### src/ucr_map.vh
`ifndef UCR_MAP_VH
`define UCR_MAP_VH

// ---------------------------------------------------------------
// Register offsets (word index on the register port)
// ---------------------------------------------------------------
`define UCR_TX_FILL_LEVEL_OFS 10'h041
`define UCR_TX_FRAMING_SELECT_OFS 10'h042
`define UCR_RX_PURGE_CONTROL_OFS 10'h043
`define UCR_RX_FILL_LEVEL_OFS 10'h044
`define UCR_RX_FRAMING_SELECT_OFS 10'h045
`define UCR_FAST_FORWARD_ENABLE_OFS 10'h046
`define UCR_RX_FLOW_WATERMARK_OFS 10'h047
`define UCR_HOST_DRIVER_SELECT_OFS 10'h060
`define UCR_SLEEP_PIN_LEVELS_OFS 10'h06a

// ---------------------------------------------------------------
// Field positions
// ---------------------------------------------------------------
`define UCR_WIDE_EN_BIT 0
`define UCR_PURGE_NOW_BIT 0
`define UCR_AUTO_OPEN_BIT 1
`define UCR_AUTO_CLOSE_BIT 2
`define UCR_FAST_EN_BIT 0
`define UCR_CUSTOM_BIT 0
`define UCR_COUNT_MSB 9
`define UCR_SLEEP_PIN_MASK 16'h3ccf

// ---------------------------------------------------------------
// Reset values
// ---------------------------------------------------------------
`define UCR_WATERMARK_RST 10'h1c2
`define UCR_AUTO_OPEN_RST 1'b1
`define UCR_AUTO_CLOSE_RST 1'b0
`define UCR_SLEEP_PIN_RST 16'h0000

// ---------------------------------------------------------------
// Counts and limits
// ---------------------------------------------------------------
`define UCR_FIFO_DEPTH 10'h200
`define UCR_MAX_PKT_NORMAL 10'h040
`define UCR_MAX_PKT_CDC 10'h03f
`define UCR_TIMEOUT_CHARS 2'h3
`define UCR_LOW_BAUD_BPS 24'h00a000

`endif

### src/ucr_fifo_ctrl.v
`default_nettype none
`include "ucr_map.vh"

// Behaviour
// - transmit fill count reads back live
// - receive fill count reads back live
// - transmit wide mode bit, resets zero
// - receive wide mode bit, resets zero
// - write one purges receive FIFO, self-clearing
// - auto-open purges when receiver enabled
// - auto-close purges when receiver disabled
// - wait full packet or three characters
// - CDC driver uses 63-byte packets
// - fast forward answers bulk-in immediately
// - CDC below 40960 baud sets fast
// - flow control at watermark, reset 0x1c2
// - driver select bit: 0 CDC, 1 custom
// - suspend pin levels from sleep register
// - suspend-use off keeps pins unchanged
module ucr_fifo_ctrl (
   // Clock and reset
   input wire mclk_in,
   input wire rst_n_in,
   // Register port
   input wire [9:0] reg_addr_in,
   input wire reg_wr_in,
   input wire reg_rd_in,
   input wire [15:0] reg_wdata_in,
   output reg [15:0] reg_rdata_out,
   output reg reg_rvalid_out,
   // FIFO status and events
   input wire [9:0] tx_count_in,
   input wire rx_push_in,
   input wire rx_pop_in,
   output reg rx_purge_out,
   // UART side controls
   input wire rx_enable_in,
   input wire flow_enable_in,
   input wire [23:0] baud_rate_in,
   input wire char_tick_in,
   output reg tx_wide_out,
   output reg rx_wide_out,
   output reg flow_assert_out,
   output reg custom_driver_out,
   // Bulk-in forwarding
   input wire bulk_in_req_in,
   output reg fwd_go_out,
   output reg [9:0] fwd_len_out,
   // Suspend pin control
   input wire suspended_in,
   input wire use_suspend_in,
   input wire [15:0] pin_level_in,
   output reg [15:0] pin_level_out
);

   // ---------------------------------------------------------------
   // Registers
   // ---------------------------------------------------------------
   // Stored register fields
   reg tx_wide_q;
   reg rx_wide_q;
   reg auto_open_q;
   reg auto_close_q;
   reg fast_q;
   reg [9:0] watermark_q;
   reg custom_q;
   reg [15:0] sleep_pins_q;
   // Internal state and the next read word
   reg rx_en_last_q;
   reg req_pend_q;
   reg [15:0] rdata_d;

   // Decode and status nets
   wire [9:0] rx_count;
   wire timeout;
   wire wr_purge;
   wire auto_purge;
   wire purge;
   wire [9:0] max_pkt;
   wire ready_full;
   wire fwd_now;
   wire low_baud_cdc;

   // ---------------------------------------------------------------
   // Receive purge sources
   // ---------------------------------------------------------------
   // Auto purges compare the enable with its value one edge back
   // A flush write and an enable edge in one cycle give one purge
   // purge on command
   assign wr_purge = reg_wr_in && (reg_addr_in == `UCR_RX_PURGE_CONTROL_OFS)
                     && reg_wdata_in[`UCR_PURGE_NOW_BIT];
   assign auto_purge = (auto_open_q && rx_enable_in && !rx_en_last_q)
                       || (auto_close_q && !rx_enable_in && rx_en_last_q);
   assign purge = wr_purge || auto_purge;

   // Reset value 0 makes an enable held through reset count as an edge
   // Enable edge tracker; rx_enable_in is on this clock already
   always @(posedge mclk_in or negedge rst_n_in) begin
      if (!rst_n_in) begin
         rx_en_last_q <= 1'b0;
      end else begin
         rx_en_last_q <= rx_enable_in;
      end
   end

   // Pops come from the host side as bytes leave for USB
   // receive fill count
   ucr_rx_tally u_tally (
      .mclk_in(mclk_in),
      .rst_n_in(rst_n_in),
      .push_in(rx_push_in),
      .pop_in(rx_pop_in),
      .purge_in(purge),
      .count_out(rx_count)
   );

   // Armed only while bytes wait, so an empty FIFO never times out
   // Expiry holds, so a late request still sees it
   // three character timeout
   ucr_char_timer u_timer (
      .mclk_in(mclk_in),
      .rst_n_in(rst_n_in),
      .restart_in(rx_push_in || purge),
      .armed_in(rx_count != 10'h000),
      .char_tick_in(char_tick_in),
      .expired_out(timeout)
   );

   // ---------------------------------------------------------------
   // Bulk-in forwarding decision
   // ---------------------------------------------------------------
   // Full packet uses the driver's packet size, not the FIFO depth
   // packet size by driver: 64 custom, 63 CDC
   assign max_pkt = custom_q ? `UCR_MAX_PKT_NORMAL : `UCR_MAX_PKT_CDC;
   assign ready_full = (rx_count >= max_pkt);
   // Any one of three conditions releases a waiting request
   // fast forward
   assign fwd_now = (req_pend_q || bulk_in_req_in)
                    && (fast_q || ready_full || timeout);

   // Limitation: in fast mode an empty FIFO forwards a zero length
   // A request arriving while one is pending merges with it
   // Pending request held until data qualifies; one answer, then cleared
   always @(posedge mclk_in or negedge rst_n_in) begin
      if (!rst_n_in) begin
         req_pend_q <= 1'b0;
         fwd_go_out <= 1'b0;
         fwd_len_out <= 10'h000;
      end else begin
         fwd_go_out <= fwd_now;
         if (fwd_now) begin
            req_pend_q <= 1'b0;
            fwd_len_out <= ready_full ? max_pkt : rx_count;
         end else if (bulk_in_req_in) begin
            req_pend_q <= 1'b1;
         end
      end
   end

   // ---------------------------------------------------------------
   // Register writes
   // ---------------------------------------------------------------
   // Plain unsigned 24-bit compare against the baud limit
   // low baud under CDC
   assign low_baud_cdc = !custom_q && (baud_rate_in < `UCR_LOW_BAUD_BPS);

   // Purge register keeps its auto bits; bit 0 only makes a pulse
   // Trade-off: forced fast mode cannot be cleared below the baud limit
   // Writes store fields; reserved bits are dropped so they read zero
   always @(posedge mclk_in or negedge rst_n_in) begin
      if (!rst_n_in) begin
         tx_wide_q <= 1'b0;
         rx_wide_q <= 1'b0;
         auto_open_q <= `UCR_AUTO_OPEN_RST;
         auto_close_q <= `UCR_AUTO_CLOSE_RST;
         fast_q <= 1'b0;
         watermark_q <= `UCR_WATERMARK_RST;
         custom_q <= 1'b0;
         sleep_pins_q <= `UCR_SLEEP_PIN_RST;
      end else begin
         if (reg_wr_in) begin
            case (reg_addr_in)
               `UCR_TX_FRAMING_SELECT_OFS: begin
                  tx_wide_q <= reg_wdata_in[`UCR_WIDE_EN_BIT];
               end
               `UCR_RX_PURGE_CONTROL_OFS: begin
                  auto_open_q <= reg_wdata_in[`UCR_AUTO_OPEN_BIT];
                  auto_close_q <= reg_wdata_in[`UCR_AUTO_CLOSE_BIT];
               end
               `UCR_RX_FRAMING_SELECT_OFS: begin
                  rx_wide_q <= reg_wdata_in[`UCR_WIDE_EN_BIT];
               end
               `UCR_FAST_FORWARD_ENABLE_OFS: begin
                  fast_q <= reg_wdata_in[`UCR_FAST_EN_BIT];
               end
               // Watermark keeps only its ten count bits
               // watermark store
               `UCR_RX_FLOW_WATERMARK_OFS: begin
                  watermark_q <= reg_wdata_in[`UCR_COUNT_MSB:0];
               end
               `UCR_HOST_DRIVER_SELECT_OFS: begin
                  custom_q <= reg_wdata_in[`UCR_CUSTOM_BIT];
               end
               `UCR_SLEEP_PIN_LEVELS_OFS: begin
                  sleep_pins_q <= reg_wdata_in & `UCR_SLEEP_PIN_MASK;
               end
               default: begin
               end
            endcase
         end
         // automatic fast set, wins over a software clear
         if (low_baud_cdc) begin
            fast_q <= 1'b1;
         end
      end
   end

   // ---------------------------------------------------------------
   // Register reads
   // ---------------------------------------------------------------
   // Count fields read with zeros in bits 15:10
   // Write-only and unmapped offsets read as zero
   always @* begin
      rdata_d = 16'h0000;
      case (reg_addr_in)
         `UCR_TX_FILL_LEVEL_OFS: rdata_d = {6'h00, tx_count_in};
         `UCR_TX_FRAMING_SELECT_OFS: rdata_d = {15'h0000, tx_wide_q};
         `UCR_RX_FILL_LEVEL_OFS: rdata_d = {6'h00, rx_count};
         `UCR_RX_FRAMING_SELECT_OFS: rdata_d = {15'h0000, rx_wide_q};
         `UCR_FAST_FORWARD_ENABLE_OFS: rdata_d = {15'h0000, fast_q};
         `UCR_RX_FLOW_WATERMARK_OFS: rdata_d = {6'h00, watermark_q};
         `UCR_SLEEP_PIN_LEVELS_OFS: rdata_d = sleep_pins_q;
         default: rdata_d = 16'h0000;
      endcase
   end

   // Read data holds between reads so the master may take it late
   // Read data registered; answer one cycle after the strobe
   always @(posedge mclk_in or negedge rst_n_in) begin
      if (!rst_n_in) begin
         reg_rdata_out <= 16'h0000;
         reg_rvalid_out <= 1'b0;
      end else begin
         reg_rvalid_out <= reg_rd_in;
         if (reg_rd_in) begin
            reg_rdata_out <= rdata_d;
         end
      end
   end

   // ---------------------------------------------------------------
   // Outputs toward UART, FIFO and pads
   // ---------------------------------------------------------------
   // All outputs registered so the pad and UART paths see clean levels
   always @(posedge mclk_in or negedge rst_n_in) begin
      if (!rst_n_in) begin
         rx_purge_out <= 1'b0;
         tx_wide_out <= 1'b0;
         rx_wide_out <= 1'b0;
         flow_assert_out <= 1'b0;
         custom_driver_out <= 1'b0;
         pin_level_out <= 16'h0000;
      end else begin
         // FIFO sees the purge one edge after the edge that clears the count
         // one-cycle purge pulse
         rx_purge_out <= purge;
         // Framing selects lag the stored bits by one cycle
         // transmit framing
         tx_wide_out <= tx_wide_q;
         rx_wide_out <= rx_wide_q;
         // Compares the count before this edge's push
         // flow assert at watermark
         flow_assert_out <= flow_enable_in && (rx_count >= watermark_q);
         // Driver select mirrors the stored bit for the class logic
         custom_driver_out <= custom_q;
         // Pins outside the sleep mask always follow the normal level
         // suspend pin levels
         if (suspended_in && use_suspend_in) begin
            pin_level_out <= (pin_level_in & ~`UCR_SLEEP_PIN_MASK) | sleep_pins_q;
         end else begin
            pin_level_out <= pin_level_in;
         end
      end
   end

endmodule // ucr_fifo_ctrl
`default_nettype wire

### src/ucr_rx_tally.v
`default_nettype none
`include "ucr_map.vh"

// Receive fill counter: push and pop move it, a purge drops it to zero
module ucr_rx_tally (
   // Clock and reset
   input wire mclk_in,
   input wire rst_n_in,
   // Events
   input wire push_in,
   input wire pop_in,
   input wire purge_in,
   // Level
   output reg [9:0] count_out
);

   wire full;
   wire empty;
   wire do_push;
   wire do_pop;

   assign full = (count_out == `UCR_FIFO_DEPTH);
   assign empty = (count_out == 10'h000);
   // A full FIFO drops new bytes, an empty one has nothing to pop
   assign do_push = push_in && !full;
   assign do_pop = pop_in && !empty;

   // Counter; a purge wins because bytes in flight belong to the old data
   always @(posedge mclk_in or negedge rst_n_in) begin
      if (!rst_n_in) begin
         count_out <= 10'h000;
      end else if (purge_in) begin
         count_out <= 10'h000;
      end else if (do_push && !do_pop) begin
         count_out <= count_out + 10'h001;
      end else if (do_pop && !do_push) begin
         count_out <= count_out - 10'h001;
      end
   end

endmodule // ucr_rx_tally
`default_nettype wire

### src/ucr_char_timer.v
`default_nettype none
`include "ucr_map.vh"

// Counts character times of receive silence while data is waiting
module ucr_char_timer (
   // Clock and reset
   input wire mclk_in,
   input wire rst_n_in,
   // Control
   input wire restart_in,
   input wire armed_in,
   input wire char_tick_in,
   // Result
   output reg expired_out
);

   reg [1:0] chars_q;

   // Restart on every received byte; hold expiry until restarted or disarmed
   always @(posedge mclk_in or negedge rst_n_in) begin
      if (!rst_n_in) begin
         chars_q <= 2'h0;
         expired_out <= 1'b0;
      end else if (restart_in || !armed_in) begin
         chars_q <= 2'h0;
         expired_out <= 1'b0;
      end else if (char_tick_in && !expired_out) begin
         chars_q <= chars_q + 2'h1;
         expired_out <= (chars_q + 2'h1 == `UCR_TIMEOUT_CHARS);
      end
   end

endmodule // ucr_char_timer
`default_nettype wire

### config.mk
export PLATFORM = sky130hd
export DESIGN_NAME = ucr_fifo_ctrl
export DESIGN_NICKNAME = d
export VERILOG_FILES = /design/src/ucr_fifo_ctrl.v /design/src/ucr_rx_tally.v /design/src/ucr_char_timer.v
export VERILOG_INCLUDE_DIRS = /design/src
export SDC_FILE = /design/constraint.sdc
export NUM_CORES = 1
export LEC_CHECK = 0
export BUFFER_PORTS_ARGS = -buffer_cell sky130_fd_sc_hd__clkbuf_2
export CORE_UTILIZATION = 44
export DETAILED_ROUTE_END_ITERATION = 10
export GPL_ROUTABILITY_DRIVEN = 0
export PLACE_DENSITY = 0.7
export SLEW_MARGIN = 30
export SYNTH_ARGS = -nofsm -noshare
export SYNTH_HDL_FRONTEND = slang
export SYNTH_SLANG_ARGS = --single-unit
### constraint.sdc
create_clock -name mclk_in -period 4.2 [get_ports mclk_in]
set_clock_uncertainty 0.2 [all_clocks]
set_input_delay 0.84 -clock mclk_in [delete_from_list [all_inputs] [get_ports mclk_in]]
set_output_delay 0.84 -clock mclk_in [all_outputs]
set_load 0.01 [all_outputs]
After elaboration in Yosys (flattened, before gate mapping)

Cells that the tools add are included.

$add $sub $neg: 3
$lt $le $gt $ge: 3
Equality and inequality tests: 11
Multiplexer cells: 16
Bitwise logic cells: 1
Reductions and logical operators: 45

Operators by type and width:

| operator                                                               | number |
|---|---|
| 14-bit case mux with 7 select lines                                    | 1 |
| 10-bit by 7-bit == test with 1-bit output, second input constant       | 9 |
| 10-bit 2-to-1 mux                                                      | 4 |
| 24-bit by 16-bit < comparator with 1-bit output, second input constant | 1 |
| 16-bit 2-to-1 mux                                                      | 1 |
| 16-bit by 14-bit OR with 16-bit output                                 | 1 |
| 1-bit logical AND                                                      | 15 |
| 2-bit AND reduction                                                    | 7 |
| 10-bit by 1-bit adder with 10-bit output, second input constant        | 1 |
| 10-bit == test, second input constant                                  | 1 |
| 10-bit >= comparator                                                   | 1 |
| 10-bit by 7-bit >= comparator with 1-bit output                        | 1 |
| 10-bit logical NOT                                                     | 1 |
| 10-bit nonzero test                                                    | 1 |
| 10-bit by 1-bit subtractor with 10-bit output, second input constant   | 1 |
| 1-bit logical NOT                                                      | 9 |
| 2-bit nonzero test                                                     | 4 |
| 1-bit logical OR                                                       | 7 |
| 1-bit 2-to-1 mux                                                       | 7 |
| 7-bit 2-to-1 mux                                                       | 1 |
| 2-bit 2-to-1 mux                                                       | 2 |
| 3-bit nonzero test                                                     | 1 |
| 2-bit by 1-bit adder with 2-bit output, second input constant          | 1 |
| 2-bit == test, second input constant                                   | 1 |

Bits in registers: 90
Output and inout port bits: 49

Logic depth before layout (Yosys ltp)

Depth after elaboration: 8
Mapped depth: 11
Mapped depth without buffers: 11

Modules after synthesis

A second synthesis with hierarchy kept.

Cells, all modules: 426
Area, all modules: 4650.7 um2

By module, submodules not included:

| module         | instances | cells each | area each (um2) | seq. area each (um2) |
|---|---|---|---|---|
| ucr_fifo_ctrl  | 1         | 315        | 3601.0          | 1883.1 |
| ucr_rx_tally   | 1         | 96         | 898.4           | 250.2 |
| ucr_char_timer | 1         | 15         | 151.4           | 75.1 |

Worst setup path before layout

OpenSTA, ideal clock, no wires.

Path kind: register to register
From: reg u_tally.count_out[1]
To: reg u_tally.count_out[9]
Setup time: 0.136 ns
Data arrival time: 3.623 ns
Required time: 3.864 ns
Slack: 0.241 ns
Cell stages (with the launch flop): 12
Period minus slack after synthesis: 3.959 ns
Cell sequence: dfrtp_1 or4_4 or4_4 a21boi_2 nand2_1 ha_1 and3_1 a2111oi_0 o21ai_0 o21ai_0 mux2i_1 a21oi_1

Longest elaborated chain between the ends: 7
Elaborated cells between the ends (all ways): 16

RTL lines:

| what                                                                                  | RTL line          | text |
|---|---|---|
| from (decl)                                                                           | ucr_rx_tally.v:14 | `output reg [9:0] count_out` |
| from (signal assigned)                                                                | ucr_rx_tally.v:35 | `count_out <= count_out + 10'h001;` |
| from (signal assigned)                                                                | ucr_rx_tally.v:37 | `count_out <= count_out - 10'h001;` |
| branches (longest 7 deep; another with 10-bit by 1-bit subtractor with 10-bit output) | -                 |  |

Parallel ways; which one is timed is not known. The select of a mux whose other input is x is not followed.
A chain may end at the register's enable or synchronous reset.

Worst setup path after layout

From: reg u_tally.count_out[6]
To: reg u_tally.count_out[9]

The elaborated chain is that of the path after synthesis.

==> results.toml <==
[placement]
placement.io_buffers = 119
dp_hpwl_um = 7590
dpl-instance-area_um2 = 5280

[critical_path]
r2r.worst_path.cells = 12
setup.worst_path.end = "u_tally.count_out[9]$_DFFE_PN0P_"
critical_path_arrival_ns = 3.96
timing.rr.end = "u_tally.count_out[9]$_DFFE_PN0P_"
cp.required_ns = 4.25
worst-setup-path-type = "reg2reg"
worstSetupStartpoint = "u_tally.count_out[6]$_DFFE_PN0P_"
ff2ff_setup_slack_ns = 0.29
cp_max_fo = 9
worstReg2RegStart = "u_tally.count_out[6]$_DFFE_PN0P_"
critPathCaptureType = "flip-flop"
crit_path_start_kind = "flip-flop"

[route]
detailroute.via_count = 3554
drt_pass1_iterations = 6
count_of_unresolved_drc_violations_after_routing = 0
drtIter0Drc = 82
vias_per_cell = 5.21
wirelength_um = 10000
detail-route-antenna-nets = 0
drt-wirelength-per-cell_um = 14.7

[hold_path]
min_path_type = "reg2reg"

[synth]
synth-async-reset-ratio_pct = 100
yosys_warnings = 0
synth.distinct_cells = 55
synth_sequential_area_ratio_pct = 49.3
synthFlopType = "dfrtp_1"
dominant_cells_by_area_after_synthesis = "dfrtp_1, mux2_2, ha_1, mux2i_1, dfstp_2"
synthesis.area_per_instance_um2 = 10.8
ys_ff_latch = 88
netlist_instances = 413
top_cell_type_s_share_of_synthesized_area_pct = 46.4
synth-edff-count = 0
post_synth_instance_area_um2 = 4480
synth_area_leader_cell = "dfrtp_1"

[pwr]
irDropWorstVdd_mv = 0.219
cellPowerDensity_nw_per_um2 = 461
leakage_nw = 2.76

[clocking]
cts.clk_slew.worst_paths_ns = 0.08
cts.sink_count = 88
tritoncts = "built"
hold_buffers = 0
num_cts_buffers = 9
root_buffer = "clkbuf_8"
max_buffers_root_to_sink = 2
ctsHtreeMaxLevel = 3
worst_skew_pair.late_latency_ns = 0.36

[global_routing]
grt_antenna_before_repair = 0
grt_use_total_pct = 19.9
largest_net_degree_at_the_start_of_global_routing = 74
grt_pass1_wl_um = 16100
total_congestion_overflow_after_global_routing = 0
first_global_vias = 3540

[layout]
final_layout_size_suffix_gt1_share_pct = 34.4
mostFrequentLayoutCells = "clkbuf_2, dfrtp_1, inv_1"
stdcell_area_um2 = 5510
mostFrequentLayoutCell = "clkbuf_2"
diodes = 0
num-nets-final = 659
area.growth.synth_to_final_pct = 23.1
finalCoreUtilization_pct = 56.1
fillCellCount = 858

[timing]
tightestPinTransition_ns = 0.757
period_needed_ns = 3.91
finalSetupTns_ns = 0
timing.final.hold_violations = 0
max_slew_margin_pct = 49.2
timing.final.setup_violations = 0
report.final.slew_viol_count = 0
finalCritPeriodShare_pct = 93.2
timing.hold.ws_ns = 0.214
max_freq_ghz = 0.256

[die]
io-pin-count = 137
std_cell_rows = 36
core-area_um2 = 9820
floorplan.die_area_um2 = 10600
die_x_um = 103
initial_core_util_pct = 45.6
die_height_um = 103

[outcome]
outcome = "completed"

[job]
max-cap-violations = 0
final cells by class:
class / instances / area [µm²] / share of cell area [%]
flip-flops and latches: 88 / 2210 / 40.1
well taps: 133 / 166 / 3.02
clock buffers: 11 / 141 / 2.57
repair buffers: 131 / 692 / 12.6
clock inverters: 5 / 81.3 / 1.48
multi-input cells: 280 / 2090 / 38.0
inverters: 34 / 128 / 2.32
worst max-delay path: stages, from the launching register on:
cell and delay, ns:
dfrtp_1 0.38, or4_4 0.55, or4_4 0.53, a21boi_2 0.22, nand2_2 0.19, ha_1 0.40, and3_1 0.19, a2111oi_0 0.41
buf_4 0.20, o21ai_0 0.10, o21ai_0 0.13, mux2i_1 0.23, a21oi_1 0.08
repair_timing:
action	4_1_cts	5_1_grt
hold endpoints to repair	0	0
gates resized for setup	0	1
buffers inserted	0	0
setup endpoints to repair	0	1
kinds of logic after synthesis:
family	after synthesis	share of synthesized area, %
adder cells (fa/ha/maj)	27	7.72
AND/OR/NAND/NOR	104	11.5
multiplexers	50	12.3
XOR/XNOR	10	1.96
buffers and inverters	46	4.22
AO/OA/AOI/OAI	87	12.9
other	1	0.0838
flip-flops	88	49.3
Yosys cell counts, types with 2 or more instances:
| library cell | number |
|---|---|
| a21o_1 | 4 |
| or3_1 | 3 |
| a222oi_1 | 2 |
| and2_1 | 2 |
| a211oi_2 | 2 |
| o211ai_1 | 2 |
| nand2b_1 | 4 |
| a22oi_1 | 7 |
| xnor2_1 | 7 |
| a211oi_1 | 3 |
| nand3_1 | 12 |
| a21oi_1 | 11 |
| nor2_1 | 33 |
| and3_1 | 3 |
| clkbuf_1 | 8 |
| o21ai_0 | 26 |
| mux2i_1 | 20 |
| nor2b_1 | 6 |
| or4_4 | 2 |
| mux2_2 | 29 |
| nand2_1 | 23 |
| ha_1 | 26 |
| xor2_1 | 3 |
| nor3_1 | 5 |
| inv_1 | 34 |
| dfstp_2 | 5 |
| a22o_1 | 2 |
| buf_4 | 2 |
| o22ai_1 | 11 |
| a221oi_1 | 4 |
| o21a_1 | 3 |
| nor4_1 | 3 |
| a2111oi_0 | 2 |
| dfrtp_1 | 83 |
how the worst min path moves through the flow:
stage / startpoint / depth (start not counted) / end
4_1_cts: rx_wide_q$_DFFE_PN0P_ / 0 / rx_wide_out$_DFF_PN0_
5_1_grt: rx_wide_q$_DFFE_PN0P_ / 0 / rx_wide_out$_DFF_PN0_
3_5_place_dp: rx_wide_q$_DFFE_PN0P_ / 0 / rx_wide_out$_DFF_PN0_
6_report: tx_wide_q$_DFFE_PN0P_ / 0 / tx_wide_out$_DFF_PN0_
3_3_place_gp: rx_wide_q$_DFFE_PN0P_ / 0 / rx_wide_out$_DFF_PN0_
2_1_floorplan: rx_wide_q$_DFFE_PN0P_ / 0 / rx_wide_out$_DFF_PN0_
layer usage:
| layer | track usage, % | up-vias | wire, µm |
|---|---|---|---|
| li1 | - | 1731 | - |
| met1 | 24.0 | 1701 | 4480 |
| met2 | 34.0 | 112 | 4780 |
| met3 | 5.97 | 10 | 628 |
| met4 | 6.50 | 0 | 131 |
| met5 | 0 | - | 0 |
per-stage QoR:
stage               total power, mW  std cells  worst slack [ns]
detailed placement             1.91        666             0.215
global placement               1.87        666             0.325
floorplan                      1.61        414             0.241
global route                   2.72        682          -0.00972
finish                         2.54        682             0.286
CTS                            2.57        682             0.190
power by group:
part | internal (mW) | total [mW] | switching (mW)
clock network | 0.351 | 0.651 | 0.300
logic | 0.413 | 0.879 | 0.466
registers | 0.935 | 1.01 | 0.0734
total | 1.70 | 2.54 | 0.839
sequential cells by signal, summed over array words and instances (netlist names), 2 cells and up:
| signal | count |
|---|---|
| reg_rdata_out | 14 |
| u_timer.chars_q | 2 |
| watermark_q | 10 |
| pin_level_out | 16 |
| fwd_len_out | 10 |
| sleep_pins_q | 10 |
| u_tally.count_out | 10 |
Note: power is estimated with default switching activity, not from simulation.
